$ cat config.mk
export PLATFORM = sky130hd
export DESIGN_NAME = sccp_top
export DESIGN_NICKNAME = d
export VERILOG_FILES = /design/src/common/sccp_pkg.sv /design/src/verilog/sccp_top.sv /design/src/verilog/sccp_bcd.sv
export VERILOG_INCLUDE_DIRS = /design/src /design/src/common
export SDC_FILE = /design/constraint.sdc
export NUM_CORES = 1
export LEC_CHECK = 0
export ABC_AREA = 1
export BUFFER_PORTS_ARGS = -buffer_cell sky130_fd_sc_hd__buf_2
export CAP_MARGIN = 20
export CORE_MARGIN = 5
export CORE_UTILIZATION = 35
export DETAILED_ROUTE_END_ITERATION = 16
export MAX_ROUTING_LAYER = met4
export PLACE_DENSITY_LB_ADDON = 0.25
export SLEW_MARGIN = 20
export SYNTH_ARGS = -nofsm -noshare
export SYNTH_HDL_FRONTEND = slang
export SYNTH_SLANG_ARGS = --single-unit
$ cat constraint.sdc
create_clock -name mclk -period 14.06 [get_ports mclk]
set_clock_uncertainty 0.05 [all_clocks]
set_input_delay 0.703 -clock mclk [delete_from_list [all_inputs] [get_ports mclk]]
set_output_delay 0.703 -clock mclk [all_outputs]
set_load 0.02 [all_outputs]
$ cat src/common/sccp_defines.svh
`ifndef SCCP_DEFINES_SVH
`define SCCP_DEFINES_SVH

// ****************************************************************
// Character codes
// ****************************************************************
`define SCCP_CH_CR 8'h0d
`define SCCP_CH_LF 8'h0a
`define SCCP_CH_SP 8'h20
`define SCCP_CH_DOT 8'h2e
`define SCCP_CH_ZERO 8'h30
`define SCCP_CH_NINE 8'h39
`define SCCP_CH_AT 8'h40
`define SCCP_CH_P 8'h50
`define SCCP_CH_PL 8'h70
`define SCCP_CH_S 8'h53
`define SCCP_CH_SL 8'h73
`define SCCP_CH_M 8'h4d
`define SCCP_CH_Z 8'h5a

// ****************************************************************
// Selectors, limits and defaults
// ****************************************************************
`define SCCP_SEL_AZ_HI 17'h00008
`define SCCP_SEL_AZ_LO 17'h00009
`define SCCP_SEL_FA_HI 17'h0000a
`define SCCP_SEL_FA_LO 17'h0000b
`define SCCP_BYTE_MAX 17'h000ff
`define SCCP_COMP_DEF 17'h02000
`define SCCP_COMP_MAX 17'h10000
`define SCCP_MASK_DEF 17'h01044
`define SCCP_MASK_FILT 2
`define SCCP_MASK_UNF 1
`define SCCP_LEVEL_DEF 24'h000190
`define SCCP_AZ_INIT_DEF 17'h0000a
`define SCCP_AZ_REG_DEF 17'h00050
`define SCCP_DEC_BASE 20'h0000a

// ****************************************************************
// Number formats and digit positions
// ****************************************************************
`define SCCP_FMT_FIX 2'h0
`define SCCP_FMT_MIN 2'h1
`define SCCP_FMT_TENTH 2'h2
`define SCCP_DIG_LAST 3'h4
`define SCCP_DIG_UNITS_TENTH 3'h3

`endif

$ cat src/common/sccp_pkg.sv
package sccp_pkg;

    typedef logic [16:0] sccp_val_t;

    typedef enum logic [5:0] {
        SQ_IDLE = 6'h01,
        SQ_LET = 6'h02,
        SQ_SP = 6'h04,
        SQ_DIG = 6'h08,
        SQ_CR = 6'h10,
        SQ_LF = 6'h20
    } sccp_sq_e;

    typedef struct packed {
        logic [7:0] letter;
        logic [1:0] nfld;
        logic [2:0][16:0] val;
        logic [2:0][1:0] fmt;
    } sccp_resp_s;

    typedef struct packed {
        logic [23:0] az_level;
        logic [23:0] fa_level;
        logic [16:0] az_init;
        logic [16:0] az_reg;
        logic az_en;
        logic [16:0] comp;
        logic [16:0] mask;
    } sccp_cfg_s;

endpackage

$ cat src/verilog/sccp_top.sv
`timescale 1ns/1ps
`include "sccp_defines.svh"

// Function
// - Auto-zero level is P 8 upper byte then P 9 lower byte, CRLF ended.
// - Level is rebuilt as upper times 256 plus lower.
// - Each received level is scaled by the value multiplier before storing.
// - Fresh-air zero level uses selectors 10 upper and 11 lower.
// - '@' with two values sets initial then regular interval and echoes.
// - Both interval values are counted in tenths of a day.
// - '@ 0' disables automatic zeroing.
// - '@' alone reports the present auto-zero configuration.
// - 'S' stores compensation, default 8192, range 0 to 65536, echoed.
// - 's' returns the compensation value unchanged.
// - Output mask sums weights: filtered 4, unfiltered 2.
// - 'M' with value sets the mask; alone reports it, default 04164.
// - All enabled measurement fields go out in one line.
// - Every command and response line ends with CR then LF.
module sccp_top
    import sccp_pkg::*;
(
    input wire logic mclk,
    input wire logic nrst,
    input wire logic [7:0] rx_data,
    input wire logic rx_valid,
    output logic rx_ready,
    output logic [7:0] tx_data,
    output logic tx_valid,
    input wire logic tx_ready,
    input wire logic [7:0] co2_mult,
    input wire sccp_val_t co2_filt,
    input wire sccp_val_t co2_unf,
    input wire logic meas_valid,
    output sccp_cfg_s cfg
);

    // ****************************************************************
    // Line parser
    // ****************************************************************
    sccp_cfg_s cfg_r;
    logic [7:0] cmd_r;
    logic have_cmd_r;
    logic [19:0] acc_r;
    logic in_num_r;
    logic [1:0] cnt_r;
    logic [2:0][16:0] args_r;
    logic [7:0] az_hi_r;
    logic [7:0] fa_hi_r;

    wire rx_fire = rx_valid && rx_ready;
    wire is_lf = rx_data == `SCCP_CH_LF;
    wire is_cr = rx_data == `SCCP_CH_CR;
    wire is_sp = rx_data == `SCCP_CH_SP;
    wire is_dig = rx_data >= `SCCP_CH_ZERO && rx_data <= `SCCP_CH_NINE;
    wire [19:0] acc_nxt = 20'(acc_r * `SCCP_DEC_BASE)
        + 20'(rx_data - `SCCP_CH_ZERO);
    wire num_end = in_num_r && cnt_r != 2'h3;
    wire [1:0] cnt_eff = cnt_r + {1'b0, num_end};

    function automatic sccp_val_t arg_at(input logic [1:0] i);
        if (num_end && i == cnt_r) begin
            return acc_r[16:0];
        end
        return args_r[i];
    endfunction

    wire sccp_val_t a0 = arg_at(2'h0);
    wire sccp_val_t a1 = arg_at(2'h1);

    always_ff @(posedge mclk) begin
        if (!nrst || (rx_fire && is_lf)) begin
            have_cmd_r <= 1'b0;
            cmd_r <= 8'h00;
            acc_r <= 20'h00000;
            in_num_r <= 1'b0;
            cnt_r <= 2'h0;
            args_r <= '0;
        end else if (rx_fire && !have_cmd_r && !is_cr) begin
            have_cmd_r <= 1'b1;
            cmd_r <= rx_data;
        end else if (rx_fire && (is_sp || is_cr) && num_end) begin
            args_r[cnt_r] <= acc_r[16:0];
            cnt_r <= cnt_r + 2'h1;
            in_num_r <= 1'b0;
            acc_r <= 20'h00000;
        end else if (rx_fire && is_dig) begin
            // the point is skipped, so 1.0 counts as ten tenths
            acc_r <= acc_nxt;
            in_num_r <= 1'b1;
        end
    end

    // ****************************************************************
    // Command decode
    // ****************************************************************
    wire exec = rx_fire && is_lf && have_cmd_r;
    wire p_ok = cnt_eff == 2'h2 && a1 <= `SCCP_BYTE_MAX;
    wire p_az_hi = cmd_r == `SCCP_CH_P && p_ok && a0 == `SCCP_SEL_AZ_HI;
    wire p_az_lo = cmd_r == `SCCP_CH_P && p_ok && a0 == `SCCP_SEL_AZ_LO;
    wire p_fa_hi = cmd_r == `SCCP_CH_P && p_ok && a0 == `SCCP_SEL_FA_HI;
    wire p_fa_lo = cmd_r == `SCCP_CH_P && p_ok && a0 == `SCCP_SEL_FA_LO;
    wire p_any = p_az_hi || p_az_lo || p_fa_hi || p_fa_lo;
    wire at_cmd = cmd_r == `SCCP_CH_AT;
    wire at_rep = at_cmd && cnt_eff == 2'h0;
    wire at_off = at_cmd && cnt_eff == 2'h1 && a0 == 17'h00000;
    wire at_set = at_cmd && cnt_eff == 2'h2;
    wire s_set = cmd_r == `SCCP_CH_S && cnt_eff == 2'h1
        && a0 <= `SCCP_COMP_MAX;
    wire s_rep = cmd_r == `SCCP_CH_SL && cnt_eff == 2'h0;
    wire m_set = cmd_r == `SCCP_CH_M && cnt_eff == 2'h1;
    wire m_rep = cmd_r == `SCCP_CH_M && cnt_eff == 2'h0;
    wire cmd_ok = p_any || at_rep || at_off || at_set || s_set || s_rep
        || m_set || m_rep;

    // rebuild upper times 256 plus lower
    wire [15:0] az_word = {az_hi_r, a1[7:0]};
    wire [15:0] fa_word = {fa_hi_r, a1[7:0]};
    wire [23:0] az_scaled = 24'(az_word) * 24'(co2_mult);
    wire [23:0] fa_scaled = 24'(fa_word) * 24'(co2_mult);

    wire filt_on = cfg_r.mask[`SCCP_MASK_FILT];
    wire unf_on = cfg_r.mask[`SCCP_MASK_UNF];

    sccp_resp_s cmd_resp;
    sccp_resp_s meas_resp;

    always_comb begin
        cmd_resp = '0;
        cmd_resp.letter = cmd_r;
        if (p_any) begin
            cmd_resp.letter = `SCCP_CH_PL;
            cmd_resp.nfld = 2'h2;
            cmd_resp.val[0] = a0;
            cmd_resp.val[1] = a1;
            cmd_resp.fmt[0] = `SCCP_FMT_MIN;
            cmd_resp.fmt[1] = `SCCP_FMT_MIN;
        end else if (at_set || (at_rep && cfg_r.az_en)) begin
            cmd_resp.nfld = 2'h2;
            cmd_resp.val[0] = at_set ? a0 : cfg_r.az_init;
            cmd_resp.val[1] = at_set ? a1 : cfg_r.az_reg;
            cmd_resp.fmt[0] = `SCCP_FMT_TENTH;
            cmd_resp.fmt[1] = `SCCP_FMT_TENTH;
        end else if (at_cmd) begin
            cmd_resp.nfld = 2'h1;
            cmd_resp.fmt[0] = `SCCP_FMT_MIN;
        end else begin
            cmd_resp.nfld = 2'h1;
            cmd_resp.val[0] = (s_set || m_set) ? a0
                : (s_rep ? cfg_r.comp : cfg_r.mask);
            cmd_resp.fmt[0] = `SCCP_FMT_FIX;
        end
    end

    // every enabled field on one line
    always_comb begin
        meas_resp = '0;
        meas_resp.letter = `SCCP_CH_Z;
        meas_resp.nfld = {1'b0, filt_on} + {1'b0, unf_on};
        meas_resp.val[0] = filt_on ? co2_filt : co2_unf;
        meas_resp.val[1] = co2_unf;
        meas_resp.fmt[0] = `SCCP_FMT_FIX;
        meas_resp.fmt[1] = `SCCP_FMT_FIX;
    end

    // ****************************************************************
    // Configuration store
    // ****************************************************************
    always_ff @(posedge mclk) begin
        if (!nrst) begin
            cfg_r.az_level <= `SCCP_LEVEL_DEF;
            cfg_r.fa_level <= `SCCP_LEVEL_DEF;
            cfg_r.az_init <= `SCCP_AZ_INIT_DEF;
            cfg_r.az_reg <= `SCCP_AZ_REG_DEF;
            cfg_r.az_en <= 1'b1;
            cfg_r.comp <= `SCCP_COMP_DEF;
            cfg_r.mask <= `SCCP_MASK_DEF;
            az_hi_r <= 8'h00;
            fa_hi_r <= 8'h00;
        end else if (exec) begin
            // upper byte is held until its lower byte arrives
            if (p_az_hi) begin
                az_hi_r <= a1[7:0];
            end
            if (p_az_lo) begin
                cfg_r.az_level <= az_scaled;
            end
            if (p_fa_hi) begin
                fa_hi_r <= a1[7:0];
            end
            if (p_fa_lo) begin
                cfg_r.fa_level <= fa_scaled;
            end
            // intervals held in tenths of a day
            if (at_set) begin
                cfg_r.az_init <= a0;
                cfg_r.az_reg <= a1;
                cfg_r.az_en <= 1'b1;
            end
            if (at_off) begin
                cfg_r.az_en <= 1'b0;
            end
            if (s_set) begin
                cfg_r.comp <= a0;
            end
            // mask weights feed the field selection
            if (m_set) begin
                cfg_r.mask <= a0;
            end
        end
    end

    assign cfg = cfg_r;

    // ****************************************************************
    // Response emitter
    // ****************************************************************
    sccp_sq_e sq_r;
    sccp_resp_s resp_r;
    logic [1:0] fld_r;
    logic [2:0] di_r;
    logic dot_r;
    logic [7:0] tx_data_r;
    logic tx_valid_r;
    logic [19:0] bcd;

    // A measurement that lands while a line is going out is dropped,
    // since holding it would need a buffer we chose not to spend.
    wire meas_go = meas_valid && rx_ready && !exec
        && meas_resp.nfld != 2'h0;
    wire cmd_go = exec && cmd_ok;
    wire load = (!tx_valid_r || tx_ready) && sq_r != SQ_IDLE;
    wire [1:0] cur_fmt = resp_r.fmt[fld_r];
    wire last_fld = 2'(fld_r + 2'h1) >= resp_r.nfld;

    sccp_bcd u_bcd (
        .bin(resp_r.val[fld_r]),
        .bcd(bcd)
    );

    function automatic logic [3:0] dig_at(input logic [19:0] b,
                                          input logic [2:0] i);
        return b[4 * (`SCCP_DIG_LAST - i) +: 4];
    endfunction

    function automatic logic [2:0] start_at(input logic [19:0] b,
                                            input logic [1:0] f);
        logic [2:0] st;
        st = (f == `SCCP_FMT_TENTH) ? `SCCP_DIG_UNITS_TENTH
            : `SCCP_DIG_LAST;
        for (int i = 3; i >= 0; i--) begin
            if (3'(i) < st && dig_at(b, 3'(i)) != 4'h0) begin
                st = 3'(i);
            end
        end
        return (f == `SCCP_FMT_FIX) ? 3'h0 : st;
    endfunction

    wire need_dot = cur_fmt == `SCCP_FMT_TENTH && di_r == `SCCP_DIG_LAST
        && !dot_r;
    wire [7:0] dig_ch = `SCCP_CH_ZERO + {4'h0, dig_at(bcd, di_r)};

    // Kept low until the closing LF is taken, so lines never overlap.
    assign rx_ready = sq_r == SQ_IDLE && !tx_valid_r;
    assign tx_data = tx_data_r;
    assign tx_valid = tx_valid_r;

    always_ff @(posedge mclk) begin
        if (!nrst) begin
            sq_r <= SQ_IDLE;
            resp_r <= '0;
            fld_r <= 2'h0;
            di_r <= 3'h0;
            dot_r <= 1'b0;
            tx_valid_r <= 1'b0;
            tx_data_r <= 8'h00;
        end else begin
            if (tx_ready) begin
                tx_valid_r <= 1'b0;
            end
            if (load) begin
                tx_valid_r <= 1'b1;
            end
            unique case (sq_r)
                SQ_IDLE: begin
                    fld_r <= 2'h0;
                    if (cmd_go || meas_go) begin
                        resp_r <= cmd_go ? cmd_resp : meas_resp;
                        sq_r <= SQ_LET;
                    end
                end
                SQ_LET: if (load) begin
                    tx_data_r <= resp_r.letter;
                    sq_r <= (resp_r.nfld == 2'h0) ? SQ_CR : SQ_SP;
                end
                SQ_SP: if (load) begin
                    tx_data_r <= `SCCP_CH_SP;
                    di_r <= start_at(bcd, cur_fmt);
                    dot_r <= 1'b0;
                    sq_r <= SQ_DIG;
                end
                SQ_DIG: if (load) begin
                    if (need_dot) begin
                        tx_data_r <= `SCCP_CH_DOT;
                        dot_r <= 1'b1;
                    end else begin
                        tx_data_r <= dig_ch;
                        if (di_r == `SCCP_DIG_LAST) begin
                            fld_r <= fld_r + 2'h1;
                            sq_r <= last_fld ? SQ_CR : SQ_SP;
                        end else begin
                            di_r <= di_r + 3'h1;
                        end
                    end
                end
                // every line closes with CR then LF
                SQ_CR: if (load) begin
                    tx_data_r <= `SCCP_CH_CR;
                    sq_r <= SQ_LF;
                end
                SQ_LF: if (load) begin
                    tx_data_r <= `SCCP_CH_LF;
                    sq_r <= SQ_IDLE;
                end
                default: sq_r <= SQ_IDLE;
            endcase
        end
    end

endmodule // sccp_top

$ cat src/verilog/sccp_bcd.sv
`timescale 1ns/1ps

module sccp_bcd
    import sccp_pkg::*;
(
    input wire sccp_val_t bin,
    output logic [19:0] bcd
);

    // Shift-and-add-three; combinational so a digit is ready each cycle.
    always_comb begin
        logic [36:0] sh;
        sh = {20'h00000, bin};
        for (int i = 0; i < 17; i++) begin
            for (int d = 0; d < 5; d++) begin
                if (sh[17 + 4 * d +: 4] > 4'h4) begin
                    sh[17 + 4 * d +: 4] = 4'(sh[17 + 4 * d +: 4] + 4'h3);
                end
            end
            sh = {sh[35:0], 1'b0};
        end
        bcd = sh[36:17];
    end

endmodule // sccp_bcd

==> results.json <==
{
  "cts_resized": 0,
  "outcome": "complete, no violations",
  "grt.total_usage_pct": 19.4,
  "post-cts-setup-buffer-count": 0,
  "holdWs_ns": 0.362,
  "syn_area_mm2": 0.0242,
  "period_needed_ns": 10.91,
  "reg2reg_from": "fld_r[0]",
  "die_w_um": 273,
  "crit_slowest_cell": "dfxtp_1",
  "grt_pass1_vias": 21616,
  "dr.pass1.iters": 5,
  "synth_top_cells_by_count": "nand2_1 (725), inv_1 (517), o21ai_0 (277)",
  "synthFlopType": "dfxtp_1",
  "drtIter0Drc": 1573,
  "fmax_ghz": 0.0917,
  "synth_cells": 3503,
  "holdBufCountCts": 0,
  "finalSetupTns_ns": 0,
  "vias": 22469,
  "hold_viol": 0,
  "synth_nets": 3867,
  "htreeDepth": 1,
  "synth_top_area_share_pct": 21.8,
  "wirelength_mm": 70.9,
  "path_max_fanout": 22,
  "route.detailed.drc": 0,
  "start_util_pct": 35.3,
  "synth_top_cell_by_area": "dfxtp_1",
  "worstSetupStartpointType": "flop",
  "worstReg2RegEnd": "tx_data[1]",
  "yosysMostFrequentCell": "nand2_1",
  "startpoint": "fld_r[0]",
  "n_fill_cell": 7322,
  "worstHoldPathType": "in -> reg",
  "grt_pass1_wl_mm": 116,
  "cp_slowest_stage_delay_ns": 0.82,
  "cp.arrival_ns": 11.31,
  "hold_path.startpoint": "rx_data[7]",
  "layout-drive-gt1-share_pct": 12.8,
  "layout.nets": 3977,
  "cts_tree": "built",
  "cts_sinks": 264,
  "gr-total-overflow": 0,
  "ys.warnings.count": 0,
  "synth.area.top_cells": "dfxtp_1 (22%), fa_1 (12%), nand2_1 (11%)",
  "required_ns": 14.46,
  "slew_headroom_pct": 33.2,
  "layout_worst_path_cycle_share_pct": 77.6,
  "cp-end-kind": "flop",
  "grt_max_degree": 94,
  "gp_congestion": 0.909,
  "cts_buffers": 31,
  "antenna_found_initial": 1,
  "ioPinCount": 182,
  "vias_per_cell": 4.92,
  "syn_to_final_growth_pct": 11.9,
  "avgSynthCellArea_um2": 6.90,
  "fin_ws_ns": 3.15,
  "ant_nets": 0,
  "worst_pin_slew_ns": 0.996,
  "ys_ff_latch": 264,
  "core_region_area_mm2": 0.0686,
  "reg2reg_depth": 84,
  "clk_pin_slew_ns": 0.06,
  "maxSlewViolCount": 0,
  "r2r_slack_ns": 3.15,
  "cts_buffer_depth": 3,
  "yosysUniqueCellTypes": 64,
  "rsz0062_at_grt": "false",
  "cap_violations": 0,
  "insertion_delay_ns": 0.61,
  "numPortBuffers": 181,
  "critPathKind": "reg -> reg",
  "synthArstFlopShare_pct": 0,
  "post_drt_wl_per_cell_um": 15.5,
  "whs_path_depth": 3,
  "setup_viol": 0,
  "hpwl_mm": 54.8,
  "pre_cts_ws_ns": 3.12,
  "synth-seq-area-share_pct": 21.8,
  "dieArea_mm2": 0.0745,
  "num_rows": 96,
  "diodes": 0,
  "synth-edff-count": 0,
  "cp_common_cell": "nand2_1",
  "hold_end": "cmd_r[7]",
  "cts_root_buf": "clkbuf_16",
  "die_h_um": 273
}
[how the worst max path moves through the flow]
stage                       endpoint  slack [ns]  cells after the start
after floorplan           tx_data[2]        4.64                     84
after global placement    tx_data[1]        3.41                     84
after detailed placement  tx_data[1]        3.12                     84
after CTS                 tx_data[1]        3.13                     84
after global routing         di_r[2]        1.66                     84
final                     tx_data[1]        3.15                     84
[state kept, by name, indices dropped and copies added, names as in the netlist, 8 cells and up]
name     cells
tx_data      8
cmd_r        8
fa_hi_r      8
resp_r      47
acc_r       17
cfg        117
args_r      34
az_hi_r      8
[per-stage QoR]
stage / cell area, µm² / std cells / utilization, %
after global routing: 27100 / 4568 / 39.5
after detailed placement: 26000 / 4509 / 37.9
after CTS: 27000 / 4566 / 39.4
after global placement: 26000 / 4509 / 37.9
final: 27100 / 4568 / 39.5
after floorplan: 24200 / 3503 / -
[critical path: cells and delay by family (launching register included)]
family	cells	cell delay (ns)
xor gates and xnor gates	3	0.73
buffers and inverters	14	1.29
AOI/OAI and AO/OA	6	0.69
and+or+nand+nor	49	4.66
adders and majority gates	12	2.51
DFF	1	0.82
[cells by family after synthesis]
family	after synthesis	share of synthesized area (%)
flip-flops	264	21.8
adder cells (fa/ha/maj)	309	20.4
AND/OR/NAND/NOR	1398	26.1
XOR/XNOR	71	2.66
AO/OA/AOI/OAI	749	17.6
multiplexers	8	0.336
buffers and inverters	704	11.0
[placed cells by master, fill, tap and decap left out, types with 9 or more instances in the layout]
cell type  synthesis  layout
o21ai_1           28      28
o211ai_1          21      21
a211oi_1          52      52
fa_1             143     143
or2_2              9       9
dfxtp_1          264     264
o21ai_2            9      10
xnor2_1           20      20
inv_1            517     517
a32o_1            12      12
and2_1             9       9
inv_2             39      39
nand4_1           26      26
o21ai_0          277     276
nor2_1           231     229
buf_2              1     180
nor4_1            23      22
buf_4              1      32
nor3_1            30      30
a31oi_1           14      14
nand2_4           15      15
a22oi_1           10      10
o21bai_1          13      13
ha_1             166     166
xor2_1            48      48
nand3_1          198     198
nand3b_1          14      14
a21oi_1          275     275
nand3_2           21      21
clkinv_1          11      11
nand2_2           77      79
clkbuf_16          0      32
nand2_1          725     723
[cell type report]
type	instances	area (µm²)	area share (%)
clock inverter	13	140	0.518
sequential	264	5290	19.5
inverter	567	2130	7.86
tap	931	1160	4.30
timing repair buffer	214	1190	4.41
multi-input combinational	2535	16300	60.1
clock buffer	44	885	3.27
[routing by layer]
layer	part of all wire [%]	global-route usage, %	wire length [µm]
met5	0	-	0
met1	48	27.1	34200
met4	1.7	3.46	1230
met2	44	30.2	31100
met3	6.1	3.01	4320
Power is left out: the tool's default activity adds up to more than one toggle a clock period on the data nets, which glitch-free logic cannot reach.
